### src/inc/tfst_pkg.sv
// constants, types and behaviour notes of the translation fault stall/terminate block
package tfst_pkg;
    localparam int SID_W    = 16;
    localparam int SSID_W   = 20;
    localparam int ADDR_W   = 48;
    localparam int SYND_W   = 16;
    localparam int PAGE_LSB = 12;
    localparam int STALL_DEPTH = 4;
    localparam int TAG_W    = 2;
    // fault type encodings carried in the record
    localparam logic [2:0] FT_S1_TRANS = 3'h0;
    localparam logic [2:0] FT_S2_TRANS = 3'h1;
    localparam logic [2:0] FT_PERM     = 3'h2;
    localparam logic [2:0] FT_ADDR_SZ  = 3'h3;
    localparam logic [2:0] FT_ACCESS   = 3'h4;
    // client response encodings
    localparam logic [1:0] RSP_OKAY    = 2'h0;
    localparam logic [1:0] RSP_ABORT   = 2'h1;
    localparam logic [1:0] RSP_RAZWI   = 2'h2;
    // termination model id value that permits read-as-zero
    localparam logic TERM_BOTH = 1'h0;
    typedef enum logic [2:0] {
        TFST_IDLE  = 3'b001,
        TFST_EMIT  = 3'b010,
        TFST_RSP   = 3'b100
    } tfst_state_t;
endpackage : tfst_pkg

### src/hw/tfst_top.sv
// fault disposition for terminate and stall models with a stall buffer
`timescale 1ns/1ps
`default_nettype none
module tfst_top #(
    parameter int DEPTH = tfst_pkg::STALL_DEPTH,
    parameter int TW    = tfst_pkg::TAG_W
) (
    input  wire logic                        core_clk,
    input  wire logic                        rst,
    // ingress: result of translation for one transaction
    input  wire logic                        in_valid,
    output logic                             in_ready,
    input  wire logic [tfst_pkg::SID_W-1:0]  in_sid,
    input  wire logic                        in_ssid_valid,
    input  wire logic [tfst_pkg::SSID_W-1:0] in_ssid,
    input  wire logic [tfst_pkg::ADDR_W-1:0] in_addr,
    input  wire logic                        in_write,
    input  wire logic                        in_instr,
    input  wire logic                        in_priv,
    input  wire logic                        in_ns,
    input  wire logic                        in_fault,
    input  wire logic                        in_fault_s2,
    input  wire logic [2:0]                  in_fault_type,
    input  wire logic [tfst_pkg::SYND_W-1:0] in_synd,
    // configuration of the faulting stream
    input  wire logic                        abort_select,
    input  wire logic                        s1_record_enable,
    input  wire logic                        s1_stall_select,
    input  wire logic                        s1_stall_disable,
    input  wire logic                        s2_record_enable,
    input  wire logic                        s2_stall_select,
    input  wire logic                        translation_enable,
    input  wire logic                        termination_model_id,
    // response to client and forward toward memory
    output logic                             rsp_valid,
    output logic [1:0]                       rsp_code,
    output logic                             fwd_valid,
    // retry path back into the translator
    output logic                             retry_valid,
    input  wire logic                        retry_ready,
    output logic [$clog2(DEPTH)-1:0]         retry_index,
    // event queue
    input  wire logic                        evq_writable,
    output logic                             evt_valid,
    output logic                             evt_stall,
    output logic [TW-1:0]                    evt_tag,
    output logic [tfst_pkg::SID_W-1:0]       evt_sid,
    output logic [tfst_pkg::ADDR_W-1:0]      evt_addr,
    output logic [tfst_pkg::SYND_W-1:0]      evt_synd,
    output logic [3:0]                       evt_attr,
    output logic [2:0]                       evt_type,
    // software commands
    input  wire logic                        resume_command,
    input  wire logic                        resume_abort,
    input  wire logic [tfst_pkg::SID_W-1:0]  resume_sid,
    input  wire logic [TW-1:0]               resume_tag,
    input  wire logic                        stall_purge_command,
    input  wire logic [tfst_pkg::SID_W-1:0]  purge_sid,
    output logic                             stall_count_nz
);
    localparam int IW = $clog2(DEPTH);
    localparam int PW = tfst_pkg::ADDR_W - tfst_pkg::PAGE_LSB;

    ////////////////////////////////////////////////////////////////////////////////
    // stall buffer entries
    logic [DEPTH-1:0]         busy;
    logic [DEPTH-1:0]         recorded;
    logic [DEPTH-1:0]         pend_retry;
    logic [DEPTH-1:0]         pend_term;
    logic [DEPTH-1:0]         pend_abort;
    logic [DEPTH-1:0]         need_rec;
    logic [TW-1:0]            e_tag   [DEPTH];
    logic [IW-1:0]            e_owner [DEPTH];
    logic [tfst_pkg::SID_W-1:0]  e_sid  [DEPTH];
    logic [tfst_pkg::SSID_W-1:0] e_ssid [DEPTH];
    logic [DEPTH-1:0]         e_ssv;
    logic [PW-1:0]            e_page  [DEPTH];
    logic [DEPTH-1:0]         e_wr;
    logic [DEPTH-1:0]         e_in;
    logic [DEPTH-1:0]         e_pr;

    // tag is tied to the entry index, so an entry's tag stays reserved
    // until that entry leaves by accepted retry or terminate answer, or is cleared by disable
    logic [DEPTH-1:0] tag_used;
    logic             s1_term;
    logic             do_stall;
    logic             do_rec;
    logic             free_any;
    logic [IW-1:0]    free_idx;
    logic             dup_hit;
    logic [IW-1:0]    dup_idx;
    logic             take;
    logic [DEPTH-1:0] res_hit;
    logic [DEPTH-1:0] purge_hit;
    logic             rq_any;
    logic [IW-1:0]    rq_idx;
    logic             term_any;
    logic [IW-1:0]    term_idx;
    logic             term_go;

    assign s1_term  = !(s1_stall_select && !s1_stall_disable);
    assign do_stall = in_fault && (in_fault_s2 ? s2_stall_select : !s1_term);
    assign take     = in_valid && in_ready;
    // terminate answers yield to ingress so two responses never collide
    assign term_go  = term_any && !take;

    always_comb begin
        free_any = 1'b0;
        free_idx = '0;
        dup_hit  = 1'b0;
        dup_idx  = '0;
        for (int i = DEPTH-1; i >= 0; i--) begin
            if (!busy[i] && !tag_used[i]) begin
                free_any = 1'b1;
                free_idx = IW'(i);
            end
            // a duplicate must match an entry that owns a written record
            if (busy[i] && recorded[i] && e_sid[i] == in_sid && e_ssv[i] == in_ssid_valid
                && (!in_ssid_valid || e_ssid[i] == in_ssid)
                && e_page[i] == in_addr[tfst_pkg::ADDR_W-1:tfst_pkg::PAGE_LSB]
                && e_wr[i] == in_write && e_in[i] == in_instr
                && e_pr[i] == in_priv) begin
                dup_hit = 1'b1;
                dup_idx = IW'(i);
            end
        end
        do_rec = in_fault && (do_stall ? !dup_hit
                 : (in_fault_s2 ? s2_record_enable : s1_record_enable));
    end

    // a buffer slot must be free before any transaction is accepted
    always_ff @(posedge core_clk or posedge rst) begin
        if (rst) begin
            in_ready <= 1'b0;
        end else begin
            in_ready <= free_any && !take;
        end
    end

    always_comb begin
        for (int i = 0; i < DEPTH; i++) begin
            res_hit[i]   = resume_command && busy[i] && recorded[i]
                           && e_sid[i] == resume_sid && e_tag[i] == resume_tag;
            purge_hit[i] = stall_purge_command && busy[i] && !pend_retry[i]
                           && e_sid[i] == purge_sid;
        end
        rq_any   = 1'b0;
        rq_idx   = '0;
        term_any = 1'b0;
        term_idx = '0;
        for (int i = DEPTH-1; i >= 0; i--) begin
            if (busy[i] && (pend_retry[i] || (need_rec[i] && evq_writable))) begin
                rq_any = 1'b1;
                rq_idx = IW'(i);
            end
            if (busy[i] && pend_term[i]) begin
                term_any = 1'b1;
                term_idx = IW'(i);
            end
        end
    end

    ////////////////////////////////////////////////////////////////////////////////
    // per-entry state
    genvar g;
    generate
        for (g = 0; g < DEPTH; g++) begin : g_ent
            logic alloc;
            logic owner_ack;
            logic leave;
            assign alloc     = take && do_stall && free_idx == IW'(g);
            // acknowledgement of the owning record releases suppressed followers
            assign owner_ack = busy[g] && !recorded[g] && res_hit[e_owner[g]];
            assign leave     = (retry_valid && retry_ready && retry_index == IW'(g))
                               || (term_go && term_idx == IW'(g));
            always_ff @(posedge core_clk or posedge rst) begin
                if (rst) begin
                    busy[g] <= 1'b0;
                    recorded[g] <= 1'b0;
                    pend_retry[g] <= 1'b0;
                    pend_term[g] <= 1'b0;
                    pend_abort[g] <= 1'b0;
                    need_rec[g] <= 1'b0;
                    tag_used[g] <= 1'b0;
                    e_owner[g] <= '0;
                end else if (!translation_enable) begin
                    busy[g] <= 1'b0;
                    tag_used[g] <= 1'b0;
                    pend_retry[g] <= 1'b0;
                    pend_term[g] <= 1'b0;
                    need_rec[g] <= 1'b0;
                    recorded[g] <= 1'b0;
                end else if (alloc) begin
                    busy[g] <= 1'b1;
                    tag_used[g] <= 1'b1;
                    // only a written record may own followers or be resumed
                    recorded[g] <= do_rec && evq_writable;
                    // queue not writable: hold and retry once it is
                    need_rec[g] <= do_rec && !evq_writable;
                    pend_retry[g] <= 1'b0;
                    pend_term[g] <= 1'b0;
                    e_owner[g] <= dup_hit ? dup_idx : IW'(g);
                end else begin
                    if (res_hit[g] || purge_hit[g] || owner_ack) begin
                        pend_retry[g] <= !(purge_hit[g] || (res_hit[g] && resume_abort));
                        pend_term[g] <= purge_hit[g] || (res_hit[g] && resume_abort);
                        pend_abort[g] <= resume_abort || purge_hit[g]
                                         || termination_model_id != tfst_pkg::TERM_BOTH;
                        recorded[g] <= 1'b0;
                    end
                    if (need_rec[g] && evq_writable) begin
                        pend_retry[g] <= 1'b1;
                        pend_term[g] <= 1'b0;
                        need_rec[g] <= 1'b0;
                        recorded[g] <= 1'b0;
                    end
                    if (leave) begin
                        busy[g] <= 1'b0;
                        pend_term[g] <= 1'b0;
                        pend_retry[g] <= 1'b0;
                        tag_used[g] <= 1'b0;
                    end
                end
            end
            always_ff @(posedge core_clk) begin
                if (alloc) begin
                    e_tag[g]  <= TW'(g);
                    e_sid[g]  <= in_sid;
                    e_ssid[g] <= in_ssid;
                    e_ssv[g]  <= in_ssid_valid;
                    e_page[g] <= in_addr[tfst_pkg::ADDR_W-1:tfst_pkg::PAGE_LSB];
                    e_wr[g]   <= in_write;
                    e_in[g]   <= in_instr;
                    e_pr[g]   <= in_priv;
                end
            end
        end
    endgenerate

    ////////////////////////////////////////////////////////////////////////////////
    // retry issue: stalled entry goes back to the translator as new
    always_ff @(posedge core_clk or posedge rst) begin
        if (rst) begin
            retry_valid <= 1'b0;
            retry_index <= '0;
        end else if (retry_valid && !retry_ready) begin
            retry_valid <= translation_enable;
        end else begin
            retry_valid <= rq_any && translation_enable && !(retry_valid && retry_index == rq_idx);
            retry_index <= rq_idx;
        end
    end

    ////////////////////////////////////////////////////////////////////////////////
    // client response and forward; stalled transactions are never forwarded and get a response only through a terminate answer
    always_ff @(posedge core_clk or posedge rst) begin
        if (rst) begin
            rsp_valid <= 1'b0;
            rsp_code  <= tfst_pkg::RSP_OKAY;
            fwd_valid <= 1'b0;
        end else begin
            rsp_valid <= (take && in_fault && !do_stall) || term_go;
            fwd_valid <= take && !in_fault;
            if (term_go) begin
                rsp_code <= pend_abort[term_idx] ? tfst_pkg::RSP_ABORT : tfst_pkg::RSP_RAZWI;
            end else if (in_fault_s2) begin
                rsp_code <= tfst_pkg::RSP_ABORT;
            end else if (abort_select || termination_model_id != tfst_pkg::TERM_BOTH) begin
                rsp_code <= tfst_pkg::RSP_ABORT;
            end else begin
                rsp_code <= tfst_pkg::RSP_RAZWI;
            end
        end
    end

    ////////////////////////////////////////////////////////////////////////////////
    // event record: at most one per faulting transaction; stalled duplicates share the owner's record
    always_ff @(posedge core_clk or posedge rst) begin
        if (rst) begin
            evt_valid <= 1'b0;
            evt_stall <= 1'b0;
            evt_tag   <= '0;
            evt_sid   <= '0;
            evt_addr  <= '0;
            evt_synd  <= '0;
            evt_attr  <= '0;
            evt_type  <= tfst_pkg::FT_S1_TRANS;
        end else begin
            // a full queue loses the terminate record; nothing waits
            evt_valid <= take && do_rec && evq_writable;
            evt_stall <= do_stall;
            evt_tag   <= TW'(free_idx);
            evt_sid   <= in_sid;
            evt_addr  <= in_addr;
            evt_synd  <= in_synd;
            evt_attr  <= {in_write, in_instr, in_priv, in_ns};
            evt_type  <= in_fault_type;
        end
    end

    always_ff @(posedge core_clk or posedge rst) begin
        if (rst) begin
            stall_count_nz <= 1'b0;
        end else begin
            stall_count_nz <= |busy;
        end
    end
endmodule : tfst_top
`default_nettype wire

### config.mk
export PLATFORM = sky130hd
export DESIGN_NAME = tfst_top
export DESIGN_NICKNAME = d
export VERILOG_FILES = /design/src/inc/tfst_pkg.sv /design/src/hw/tfst_top.sv
export SDC_FILE = /design/constraint.sdc
export NUM_CORES = 1
export LEC_CHECK = 0
export ABC_CLOCK_PERIOD_IN_PS = 16100
export BUFFER_PORTS_ARGS = -buffer_cell sky130_fd_sc_hd__clkbuf_2
export CORE_MARGIN = 1
export CORE_UTILIZATION = 25
export DETAILED_ROUTE_END_ITERATION = 16
export GPL_ROUTABILITY_DRIVEN = 0
export HOLD_SLACK_MARGIN = 0.03
export SETUP_SLACK_MARGIN = 0.4
export SLEW_MARGIN = 20
export SYNTH_ARGS = -nofsm -noshare
export SYNTH_HDL_FRONTEND = slang
export SYNTH_SLANG_ARGS = --single-unit
### constraint.sdc
create_clock -name core_clk -period 16.1 [get_ports core_clk]
set_input_delay 0.805 -clock core_clk [delete_from_list [all_inputs] [get_ports core_clk]]
set_output_delay 0.805 -clock core_clk [all_outputs]
set_load 0.03 [all_outputs]
==> summary.md, run 1 <==
| Metric | Value |
|---|---|
| Remaining antenna violation count after routing | `0` |
| CP max-delay cell | `nor2_4` |
| Clock skew | `0.0474 ns` |
| Commonest cells post-synth | `304 x edfxtp_1, 215 x xor2_1, 164 x xnor2_1, 132 x dfrtp_1, 106 x nor4_1` |
| Cell Chain, Critical Path | `clkbuf_2 > or3b_1 > a211o_1 > nor2_4 > buf_4 > nand2_1 > a2111oi_0 > a21o_1` |
| Vias in the first global route | `14700` |
| Post-cts repair resize count | `0` |
| Final WL | `69900 um` |
| DRT iter0 DRCs | `1674` |
| Leading area contributor after synthesis | `edfxtp_1` |
| RSZ-0062 raised after global routing | `no` |
| Seq/Total Area, Yosys | `0.621` |
| Number of flops mapped to enable cells by yosys | `304` |
| Drt drc | `0` |
| PwrDens | `110 nW/um2` |
| Status | `finished, final reports clean` |
| Startpoint types | `primary input` |
| Crit. End Element | `register` |
| HP Class | `primary input to register` |
| Synth Register Bits | `436` |
| CTS tree | `done` |
| Most common cell in the synthesized netlist | `edfxtp_1` |
| Fin crit share | `0.219` |
| GR Layer Usage met1 | `0.229` |
| Clock Sinks | `436` |
| Root Driver | `clkbuf_16` |
| Die Height | `285 um` |
| Via Count | `14500` |
| Ys async rst share | `0.303` |
| Routed length per instance | `23.9 um` |
| Post-synth cell types | `69` |
| Worst-path maximum fanout | `51` |
| Final hold violation count | `0` |
| Initial cell density of the core | `0.253` |
| FILL cells | `7942` |
| Slew HR | `0.307` |
| Post-CTS Hold Fix Bufs | `0` |
| PortBufs | `259` |
| CP arrival | `4.09 ns` |
| Synth area leaders | `edfxtp_1 46%, dfrtp_1 16%, xor2_1 9.4%` |
| Mapped Area | `20000 um2` |
| Leakage | `8.75 nW` |
| DIE WIDTH | `285 um` |
| Clk_lat worst skew | `0.62 ns` |
| Buf/Inv on CP | `2` |
| Drt first pass iters | `8` |
| Mapped Nets | `1694` |
| Rows | `103` |
| Yosys warning count | `0` |
| # setup viols final | `0` |
| Final instance area | `24400 um2` |
| Post-synth top flop | `edfxtp_1` |
| Slew @ Worst Pin | `1.04 ns` |
| Setup CP Type | `primary input to register` |
| GR Util met2 | `0.259` |
| Post-CTS setup buffer count | `0` |
| Num CTS Buffers | `52` |
| Antenna violations before repair | `9` |
| Vias per cell | `4.97` |
| Post-DP Area | `22600 um2` |
| I/O Pins | `260` |
| Syn_area_per_cell | `13.1 um2` |
| Remaining global-route overflow | `0` |
| Seq. cell area | `12400 um2` |
| Synth top area share | `0.456` |
| Post-synthesis cell count | `1534` |
| Post-detail-place hpwl | `52100 um` |
| Clock Pin Slew Worst Setup and Hold Paths | `0.07 ns` |
| Layout cell share with drive strength beyond 1 | `0.196` |
| Area grow syn2layout | `22.0%` |
| Fmax | `0.284 GHz` |
| H-tree lvl count | `2` |
| First-pass GRT wire length | `101000 um` |
| Core ar. | `79100 um2` |
| Die ar. | `81200 um2` |
| Setup TNS Final | `0 ns` |
| Largest net degree at the start of global routing | `80` |
| CTS max path bufs | `3` |
| Gr usage total | `0.170` |
| WP data required | `16.66 ns` |
| Max Slew Vio Count | `0` |
| Final worst path period need | `3.53 ns` |
| Peak supply drop | `71.6 uV` |
| Multi-input combinational cell area | `7420 um2` |
| Largest stage delay, worst path | `0.84 ns` |
| GRT busiest layer | `met2` |
| Nets | `1991` |
| Family with the most delay on the worst path | `simple AND/OR/NAND/NOR gates` |
| Met3 Use GR | `0.0390` |
| MaxCap Viol Count | `0` |
==> path summary, 6_finish.rpt <==
path / start / to / slack (ns) / depth (start not counted)
setup / recovery: in_fault_s2 / e_owner[7] / 12.57 / 8
hold / removal: in_addr[0] / evt_addr[0] / 0.28 / 1
setup reg to reg: in_ready / e_owner[7] / 12.72 / 7
hold reg to reg: need_rec[1] / need_rec[1] / 0.51 / 2
max in group asynchronous: rst / evt_attr[3] / 14.44 / 3
min in group asynchronous: rst / evt_attr[0] / 0.36 / 2
==> placed cells by master, fill, tap and decap left out, types with 9 or more instances in the layout <==
master       n
clkbuf_16   52
a21oi_1     15
nor3_1      29
nand2b_1    19
o21ai_1     10
nor2b_1    101
and2_1       9
clkbuf_2   259
edfxtp_1   304
clkinv_2    12
nand2_1     63
inv_1       23
xor2_1     215
nor4_1     106
xnor2_1    164
dfrtp_1    132
nor4b_1      9
o21ai_0     10
nand4_1     86
nor2_1      40
nand3_1     47
==> cells by family (layout without fill, tap and decap cells) <==
logic type	after synthesis	after routing	share of synthesized area
buf+inv	49	390	0.00943
other cells	0	1	0
compound gates	99	99	0.0352
flops	436	436	0.621
xor+xnor	379	379	0.166
simple gates	566	566	0.166
mux	5	5	0.00281
==> final cells by class <==
cell class / instances / area share
antenna: 1 / 0.000102
multi-input combinational: 1049 / 0.304
clock inverter: 38 / 0.0202
sequential: 436 / 0.509
inverter: 27 / 0.00445
clock buffer: 60 / 0.0545
timing repair buffer: 265 / 0.0549
tap: 1050 / 0.0537
==> worst reg2reg max path, stage by stage, from the launching register on <==
cell and delay, ns:
dfrtp_1 0.37, nand2_1 0.19, a211o_1 0.46, nor2_4 0.84
buf_4 0.72, nand2_1 0.24, a2111oi_0 0.37, a21o_1 0.13
==> state kept, by name, indices dropped and copies added (netlist names), 2 cells and up <==
name         cells
e_in             4
e_owner          8
e_page         144
e_pr             4
e_sid           64
e_ssid          80
e_ssv            4
e_wr             4
evt_addr        48
evt_attr         4
evt_sid         16
evt_synd        16
evt_tag          2
evt_type         3
need_rec         4
pend_abort       4
pend_retry       4
pend_term        4
recorded         4
retry_index      2
rsp_code         2
tag_used         4
==> metal layers <==
metal,vias to the layer above,part of all wire
li1,6310,-
met1,7157,0.42
met2,870,0.44
met3,179,0.093
met4,12,0.042
met5,-,0.0011
==> report_power, final <==
group | total [W] | leakage, nW | switching, W | internal [W]
sequential | 0.00123 | 4.37 | 0.00000774 | 0.00122
combinational | 0.000220 | 3.50 | 0.000157 | 0.0000632
clock | 0.00124 | 0.879 | 0.000509 | 0.000734
==> per-stage QoR <==
step	cells	setup slack (ns)	total power [W]	hold slack, ns	utilization
after CTS	2925	12.56	0.00273	0.242	0.309
final	2926	12.57	0.00269	0.280	0.309
after global placement	2827	11.96	0.00147	0.494	0.286
after floorplan	1534	10.12	0.00136	0.458	-
after global routing	2925	12.33	0.00278	0.254	0.309
after detailed placement	2827	11.90	0.00147	0.497	0.286
Power figures use the tool's default switching activity.
==> inputs of run 2 (changes only) <==
- ABC_CLOCK_PERIOD_IN_PS: 16100 -> 3300
- clock period: 16.1 -> 3.3 ns (I/O delays scaled with it)
==> run 2 against run 1 <==
Highest routed layer unchanged. Sequential share of layout area decreased by 2.9 points. Worst setup slack got worse by 12 ns. Non-clock buffer count increased by 141. Worst hold slack got worse by 0.23 ns. Largest cell class unchanged. Sequential power increased to 4.9 times the previous value. Clock-buffer cell count increased by 6. Register-to-register slack got worse by 12 ns. Combinational power increased to 5.5 times the previous value. Via count increased by 4.2%. First-iteration DRC count decreased by 0.36%. Critical path type is now register to register. Utilization increased by 1.9 points. Critical endpoint is now e_owner[4]. Clock skew decreased by 0.028 ns.
==> summary.md, run 2 (same netlist as run 1, synthesis figures left out) <==
| Metric | Value |
|---|---|
| Worst-path maximum fanout | `3 (was 51)` |
| PortBufs | `259 (unchanged)` |
| Final Core Density | `0.328 (was 0.309)` |
| HP Class | `primary input to register (unchanged)` |
| DRT iter0 DRCs | `1668 (was 1674)` |
| PwrDens | `506 nW/um2 (was 110 nW/um2)` |
| WP data required | `3.80 ns (was 16.66 ns)` |
| Fin crit share | `0.850` |
| Commonest non-fill, non-tap cells in the layout | `304 x edfxtp_1, 259 x clkbuf_2, 215 x xor2_1 (unchanged)` |
| Die Height | `285 um (unchanged)` |
| Antenna violations before repair | `6 (was 9)` |
| Largest net degree at the start of global routing | `80 (unchanged)` |
| Post-detail-place hpwl | `53200 um (was 52100 um)` |
| Via Count | `15100 (was 14500)` |
| Max Slew Vio Count | `0 (unchanged)` |
| CP max-delay cell | `or4_4 (was nor2_4)` |
| CTS max path bufs | `3 (unchanged)` |
| Vias in the first global route | `15200 (was 14700)` |
| Biggest register | `e_page (unchanged)` |
| Nets | `2132 (was 1991)` |
| Drt first pass iters | `6 (was 8)` |
| Slew HR | `0.410 (was 0.307)` |
| Remaining antenna violation count after routing | `0 (unchanged)` |
| Num CTS Buffers | `52 (unchanged)` |
| Slew @ Worst Pin | `0.877 ns (was 1.04 ns)` |
| Clock Pin Slew Worst Setup and Hold Paths | `0.06 ns (was 0.07 ns)` |
| Area grow syn2layout | `29.5% (was 22.0%)` |
| DIE WIDTH | `285 um (unchanged)` |
| Remaining global-route overflow | `0 (unchanged)` |
| First-pass GRT wire length | `104000 um (was 101000 um)` |
| I/O Pins | `260 (unchanged)` |
| RSZ-0062 raised after global routing | `no (unchanged)` |
| Setup CP Type | `register to register (was primary input to register)` |
| Layout cell share with drive strength beyond 1 | `0.196 (about the same)` |
| CP arrival | `3.30 ns (was 4.09 ns)` |
| Clock Sinks | `436 (unchanged)` |
| Routed length per instance | `23.5 um (was 23.9 um)` |
| Fmax | `0.357 GHz` |
| FILL cells | `7852 (was 7942)` |
| # setup viols final | `0 (unchanged)` |
| H-tree lvl count | `2 (unchanged)` |
| Die ar. | `81200 um2 (unchanged)` |
| Clk_lat worst skew | `0.62 ns (about the same)` |
| CTS tree | `done (unchanged)` |
| Most common cell after layout, fill and taps aside | `edfxtp_1 (unchanged)` |
| Core ar. | `79100 um2 (unchanged)` |
| Drt drc | `0 (unchanged)` |
| Worst Hold Slack | `0.0490 ns (was 0.280 ns)` |
| Top Registers | `e_page x144, e_ssid x80, e_sid x64 (unchanged)` |
| Final WL | `72000 um (was 69900 um)` |
| Crit. End Element | `register (unchanged)` |
| Gr usage total | `0.173 (was 0.170)` |
| Cell Chain, Critical Path | `xor2_1 > nor4_1 > nand4_1 > or4_4 > nor4_4 > a41oi_2 > mux2_1 (was clkbuf_2 > or3b_1 > a211o_1 > nor2_4 > buf_4 > nand2_1 > a2111oi_0 > a21o_1)` |
| Final hold violation count | `0 (unchanged)` |
| Vias per cell | `4.93 (was 4.97)` |
| Rows | `103 (unchanged)` |
| Startpoint types | `register (was primary input)` |
| Largest stage delay, worst path | `0.56 ns (was 0.84 ns)` |
| Root Driver | `clkbuf_16 (unchanged)` |
| Max reg flops | `144 (unchanged)` |
| Peak supply drop | `424 uV (was 71.6 uV)` |
| Final worst path period need | `2.80 ns` |
| Status | `finished, final reports clean (unchanged)` |
| MaxCap Viol Count | `0 (unchanged)` |
| Clock skew | `0.0199 ns (was 0.0474 ns)` |
| Initial cell density of the core | `0.253 (unchanged)` |
| Leakage | `9.38 nW (was 8.75 nW)` |
[run 2: layout make-up]
type / instances / area [um2] / share of cell area
antenna: 2 / 5.00 / 0.000193
multi-input combinational: 1049 / 7470 / 0.288
tap: 1050 / 1310 / 0.0507
sequential: 436 / 12400 / 0.479
clock inverter: 31 / 337 / 0.0130
clock buffer: 66 / 1460 / 0.0562
inverter: 27 / 109 / 0.00420
timing repair buffer: 406 / 2810 / 0.108
[run 2: report_power, final]
group / leakage [nW] / internal, W / switching (W)
Combinational: 4.14 / 0.000416 / 0.000806
Clock: 0.875 / 0.00347 / 0.00244
Sequential: 4.37 / 0.00596 / 0.0000395
Total: 9.38 / 0.00984 / 0.00329
[run 2: repair_timing]
item / CTS / global route
hold endpoints to repair: 334 / 0
setup buffers: 0 / 1
endpoints found under the setup margin: 0 / 4
resized for setup: 0 / 4
hold buffers: 120 / 0
[run 2: path summary, 6_finish.rpt]
check,from,end,slack (ns),cells past startpoint
hold / removal,in_valid,in_ready,0.05,3
min in group asynchronous,rst,evt_sid[12],0.24,3
hold reg to reg,need_rec[2],need_rec[2],0.51,2
setup / recovery,e_sid[0][10],e_owner[4],0.50,7
max in group asynchronous,rst,evt_addr[38],2.28,4
setup reg to reg,e_sid[0][10],e_owner[4],0.50,7
[run 2: metrics by stage]
stage / TNS [ns] / setup slack (ns) / cell area (um2) / instances / power (W)
detailed placement: 0 / 0.482 / 22900 / 2847 / 0.00720
CTS: 0 / 0.466 / 25900 / 3064 / 0.0133
global placement: 0 / 0.534 / 22900 / 2847 / 0.00719
global route: 0 / 0.420 / 25900 / 3065 / 0.0136
finish: 0 / 0.497 / 25900 / 3067 / 0.0131
floorplan: -1.43 / -0.438 / 20100 / 1534 / 0.00662
[run 2: per-layer routing]
metal,global-route usage,routed length [um],vias up
li1,-,-,6573
met1,0.230,30100,7498
met2,0.275,33000,865
met3,0.0342,6020,197
met4,0.0702,2940,2
met5,0,8,-
[run 2: worst max-delay path: cells and delay by family (launching register included)]
family	cells	cell delay, ns
xor gates and xnor gates	1	0.22
DFF	1	0.51
muxes	1	0.33
AOI/OAI and AO/OA	1	0.09
and+or+nand+nor	4	1.54
==> inputs of run 3 (changes only) <==
- ABC_AREA: default -> 1
- ABC_CLOCK_PERIOD_IN_PS: 3300 -> 2800
- clock period: 3.3 -> 2.8 ns (I/O delays scaled with it)
==> run 3 against run 2 <==
Combinational power is 27% higher. Via count increased by 30%. Area after synthesis grew 8.8%. Largest cell class unchanged. Final cell count increased by 37%. Worst hold slack gained 0.036 ns. Clock-buffer cell count is 5 higher.
==> summary.md, run 3 <==
| Metric | Value |
|---|---|
| Status | `finished, final reports clean (unchanged)` |
| Remaining antenna violation count after routing | `0 (unchanged)` |
| Seq. cell area | `12400 um2 (unchanged)` |
| Mapped Nets | `2715 (was 1694)` |
| Setup slack, reg-to-reg | `0.53 ns (was 0.50 ns)` |
| Largest net degree at the start of global routing | `77 (was 80)` |
| Drt drc | `0 (unchanged)` |
| CP arrival | `2.77 ns (was 3.30 ns)` |
| Biggest register | `e_page (unchanged)` |
| Die ar. | `88400 um2 (was 81200 um2)` |
| HP Class | `primary input to register (unchanged)` |
| Peak supply drop | `502 uV (was 424 uV)` |
| WP data required | `3.30 ns (was 3.80 ns)` |
| Max reg flops | `144 (unchanged)` |
| Worst-path maximum fanout | `9 (was 3)` |
| Worst hold endpoint | `pend_term[0] (was in_ready)` |
| Root Driver | `clkbuf_16 (unchanged)` |
| Setup TNS Final | `0 ns (unchanged)` |
| P_sw | `0.00403 W (was 0.00329 W)` |
| Commonest non-fill, non-tap cells in the layout | `850 x nand2_1, 351 x inv_1, 310 x nor2_1 (was 304 x edfxtp_1, 259 x clkbuf_2, 215 x xor2_1)` |
| Layout cell share with drive strength beyond 1 | `0.143 (was 0.196)` |
| Clock skew | `0.0133 ns (was 0.0199 ns)` |
| Most common cell after layout, fill and taps aside | `nand2_1 (was edfxtp_1)` |
| Worst r2r src | `e_sid[3][1] (was e_sid[0][10])` |
| Synth top area share | `0.419 (was 0.456)` |
| PortBufs | `259 (unchanged)` |
| H-tree lvl count | `2 (unchanged)` |
| Overall power | `0.0158 W (was 0.0131 W)` |
| Nets | `3174 (was 2132)` |
| Number of flops mapped to enable cells by yosys | `304 (unchanged)` |
| Commonest cells post-synth | `852 x nand2_1, 359 x inv_1, 310 x nor2_1, 304 x edfxtp_1, 132 x dfrtp_1 (was 304 x edfxtp_1, 215 x xor2_1, 164 x xnor2_1, 132 x dfrtp_1, 106 x nor4_1)` |
| Setup CP Type | `register to register (unchanged)` |
| Drt first pass iters | `7 (was 6)` |
| Startpoint types | `register (unchanged)` |
| Slew @ Worst Pin | `0.606 ns (was 0.877 ns)` |
| Fmax | `0.441 GHz (was 0.357 GHz)` |
| DRT iter0 DRCs | `2550 (was 1668)` |
| Final hold violation count | `0 (unchanged)` |
| MaxCap Viol Count | `0 (unchanged)` |
| CTS max path bufs | `3 (unchanged)` |
| Synth Register Bits | `436 (unchanged)` |
| CTS tree | `done (unchanged)` |
| Mapped Area | `21800 um2 (was 20000 um2)` |
| Post-detail-place hpwl | `62600 um (was 53200 um)` |
| Gr usage total | `0.181 (was 0.173)` |
| Post-synth cell types | `44 (was 69)` |
| Clk pwr share | `0.452 (was 0.450)` |
| Crit Reg-Reg Endpoint | `recorded[1] (was e_owner[4])` |
| Routed length per instance | `19.5 um (was 23.5 um)` |
| PwrDens | `565 nW/um2 (was 506 nW/um2)` |
| Die Height | `297 um (was 285 um)` |
| Reg2reg path depth | `15 (was 7)` |
| HP Start | `resume_command (was in_valid)` |
| Most common cell in the synthesized netlist | `nand2_1 (was edfxtp_1)` |
| Hold Path Depth | `7 (was 3)` |
| Yosys warning count | `0 (unchanged)` |
| Clock Pin Slew Worst Setup and Hold Paths | `0.06 ns (about the same)` |
| DIE WIDTH | `297 um (was 285 um)` |
| Final WL | `82100 um (was 72000 um)` |
| Clk_lat worst skew | `0.62 ns (about the same)` |
| Slew HR | `0.591 (was 0.410)` |
| Seq/Total Area, Yosys | `0.570 (was 0.621)` |
| Vias in the first global route | `18600 (was 15200)` |
| Max Slew Vio Count | `0 (unchanged)` |
| Ys async rst share | `0.303 (unchanged)` |
| Core ar. | `85800 um2 (was 79100 um2)` |
| Synth area leaders | `edfxtp_1 42%, dfrtp_1 15%, nand2_1 15% (was edfxtp_1 46%, dfrtp_1 16%, xor2_1 9.4%)` |
| Pint | `0.0117 W (was 0.00984 W)` |
| Syn_area_per_cell | `8.53 um2 (was 13.1 um2)` |
| I/O Pins | `260 (unchanged)` |
| Post-synth top flop | `edfxtp_1 (unchanged)` |
| Vias per cell | `4.67 (was 4.93)` |
| Remaining global-route overflow | `0 (unchanged)` |
| Num CTS Buffers | `53 (was 52)` |
| Post-synthesis cell count | `2555 (was 1534)` |
| Leading area contributor after synthesis | `edfxtp_1 (unchanged)` |
| Fin crit share | `0.810 (was 0.850)` |
| Crit. End Element | `register (unchanged)` |
| Multi-input combinational cell area | `7910 um2 (was 7470 um2)` |
| RSZ-0062 raised after global routing | `no (unchanged)` |
| Initial cell density of the core | `0.254 (was 0.253)` |
| First-pass GRT wire length | `119000 um (was 104000 um)` |
| Final worst path period need | `2.27 ns (was 2.80 ns)` |
| Area grow syn2layout | `28.0% (was 29.5%)` |
| Switching part of the total | `0.256 (was 0.250)` |
| Reg power frac | `0.450 (was 0.457)` |
| Antenna violations before repair | `1 (was 6)` |
| Combinational share of power | `0.099 (was 0.093)` |
| # setup viols final | `0 (unchanged)` |
| Rows | `107 (was 103)` |
| FILL cells | `8975 (was 7852)` |
| Leakage | `12.6 nW (was 9.38 nW)` |
| Clock Sinks | `436 (unchanged)` |
| Top Registers | `e_page x144, e_ssid x80, e_sid x64 (unchanged)` |
| Via Count | `19600 (was 15100)` |
[run 3: cell type report]
cell class	instances	area share
diodes	1	0.0000897
multi-input cells	1732	0.284
flip-flops and latches	436	0.446
clock buffers	71	0.0521
repair buffers	412	0.104
clock inverters	27	0.0117
well taps	1144	0.0513
inverters	379	0.0518
[run 3: cells by family after synthesis]
kind of cell / share of synthesized area
XOR/XNOR: 0.0420
AND/OR/NAND/NOR: 0.276
buffers and inverters: 0.0671
flip-flops: 0.570
AO/OA/AOI/OAI: 0.0442
[run 3: critical path: stages, from the launching register on]
cell,delay [ns]
edfxtp_1,0.39
inv_1,0.16
nand2_1,0.09
o21ai_0,0.21
nor2_1,0.15
nand2_1,0.06
nor2_1,0.12
nand2_1,0.11
nor2_1,0.13
nand3_1,0.12
nand2_1,0.20
nor2_2,0.09
nand2_2,0.08
nand2_4,0.08
nand3_1,0.10
nand2_1,0.06
[run 3: routing by layer]
metal	share of wire	routed length (um)	GRT usage
met5	0.00044	36	0
met4	0.041	3350	0.0670
met3	0.10	8270	0.0388
met2	0.45	37100	0.293
met1	0.41	33300	0.238
[run 3: worst max-delay path by stage]
stage,from,endpoint,slack [ns],cells after the start
floorplan,tag_used[2],e_in[0],0.40,7
global placement,in_addr[46],need_rec[2],0.54,16
detailed placement,in_addr[46],recorded[1],0.52,16
CTS,tag_used[2],e_ssid[0][12],0.54,8
global route,tag_used[2],need_rec[0],0.40,15
finish,e_sid[3][1],recorded[1],0.53,15
[run 3: timing repair]
| action | 4_1_cts | 5_1_grt |
|---|---|---|
| endpoints found under the hold margin | 545 | 0 |
| endpoints found under the setup margin | 0 | 39 |
| setup buffers | 0 | 2 |
| gates resized for setup | 0 | 5 |
| hold buffers | 125 | 0 |
[run 3: power groups by stage]
stage	clock (W)	combinational [W]	sequential [W]
after floorplan	0	0.000544	0.00735
after global placement	0	0.00138	0.00721
after detailed placement	0	0.00139	0.00721
after CTS	0.00731	0.00154	0.00708
after global routing	0.00757	0.00167	0.00709
final	0.00712	0.00155	0.00708
[run 3: stage by stage]
stage	cells	cell area, um2	hold slack [ns]	setup WS (ns)	util
after floorplan	2555	21800	0.171	0.401	-
after global placement	3976	24800	0.0766	0.536	0.290
after detailed placement	3976	24800	0.0773	0.524	0.290
after CTS	4199	27900	0.0460	0.541	0.325
after global routing	4201	27900	0.146	0.401	0.325
final	4202	27900	0.0847	0.531	0.325
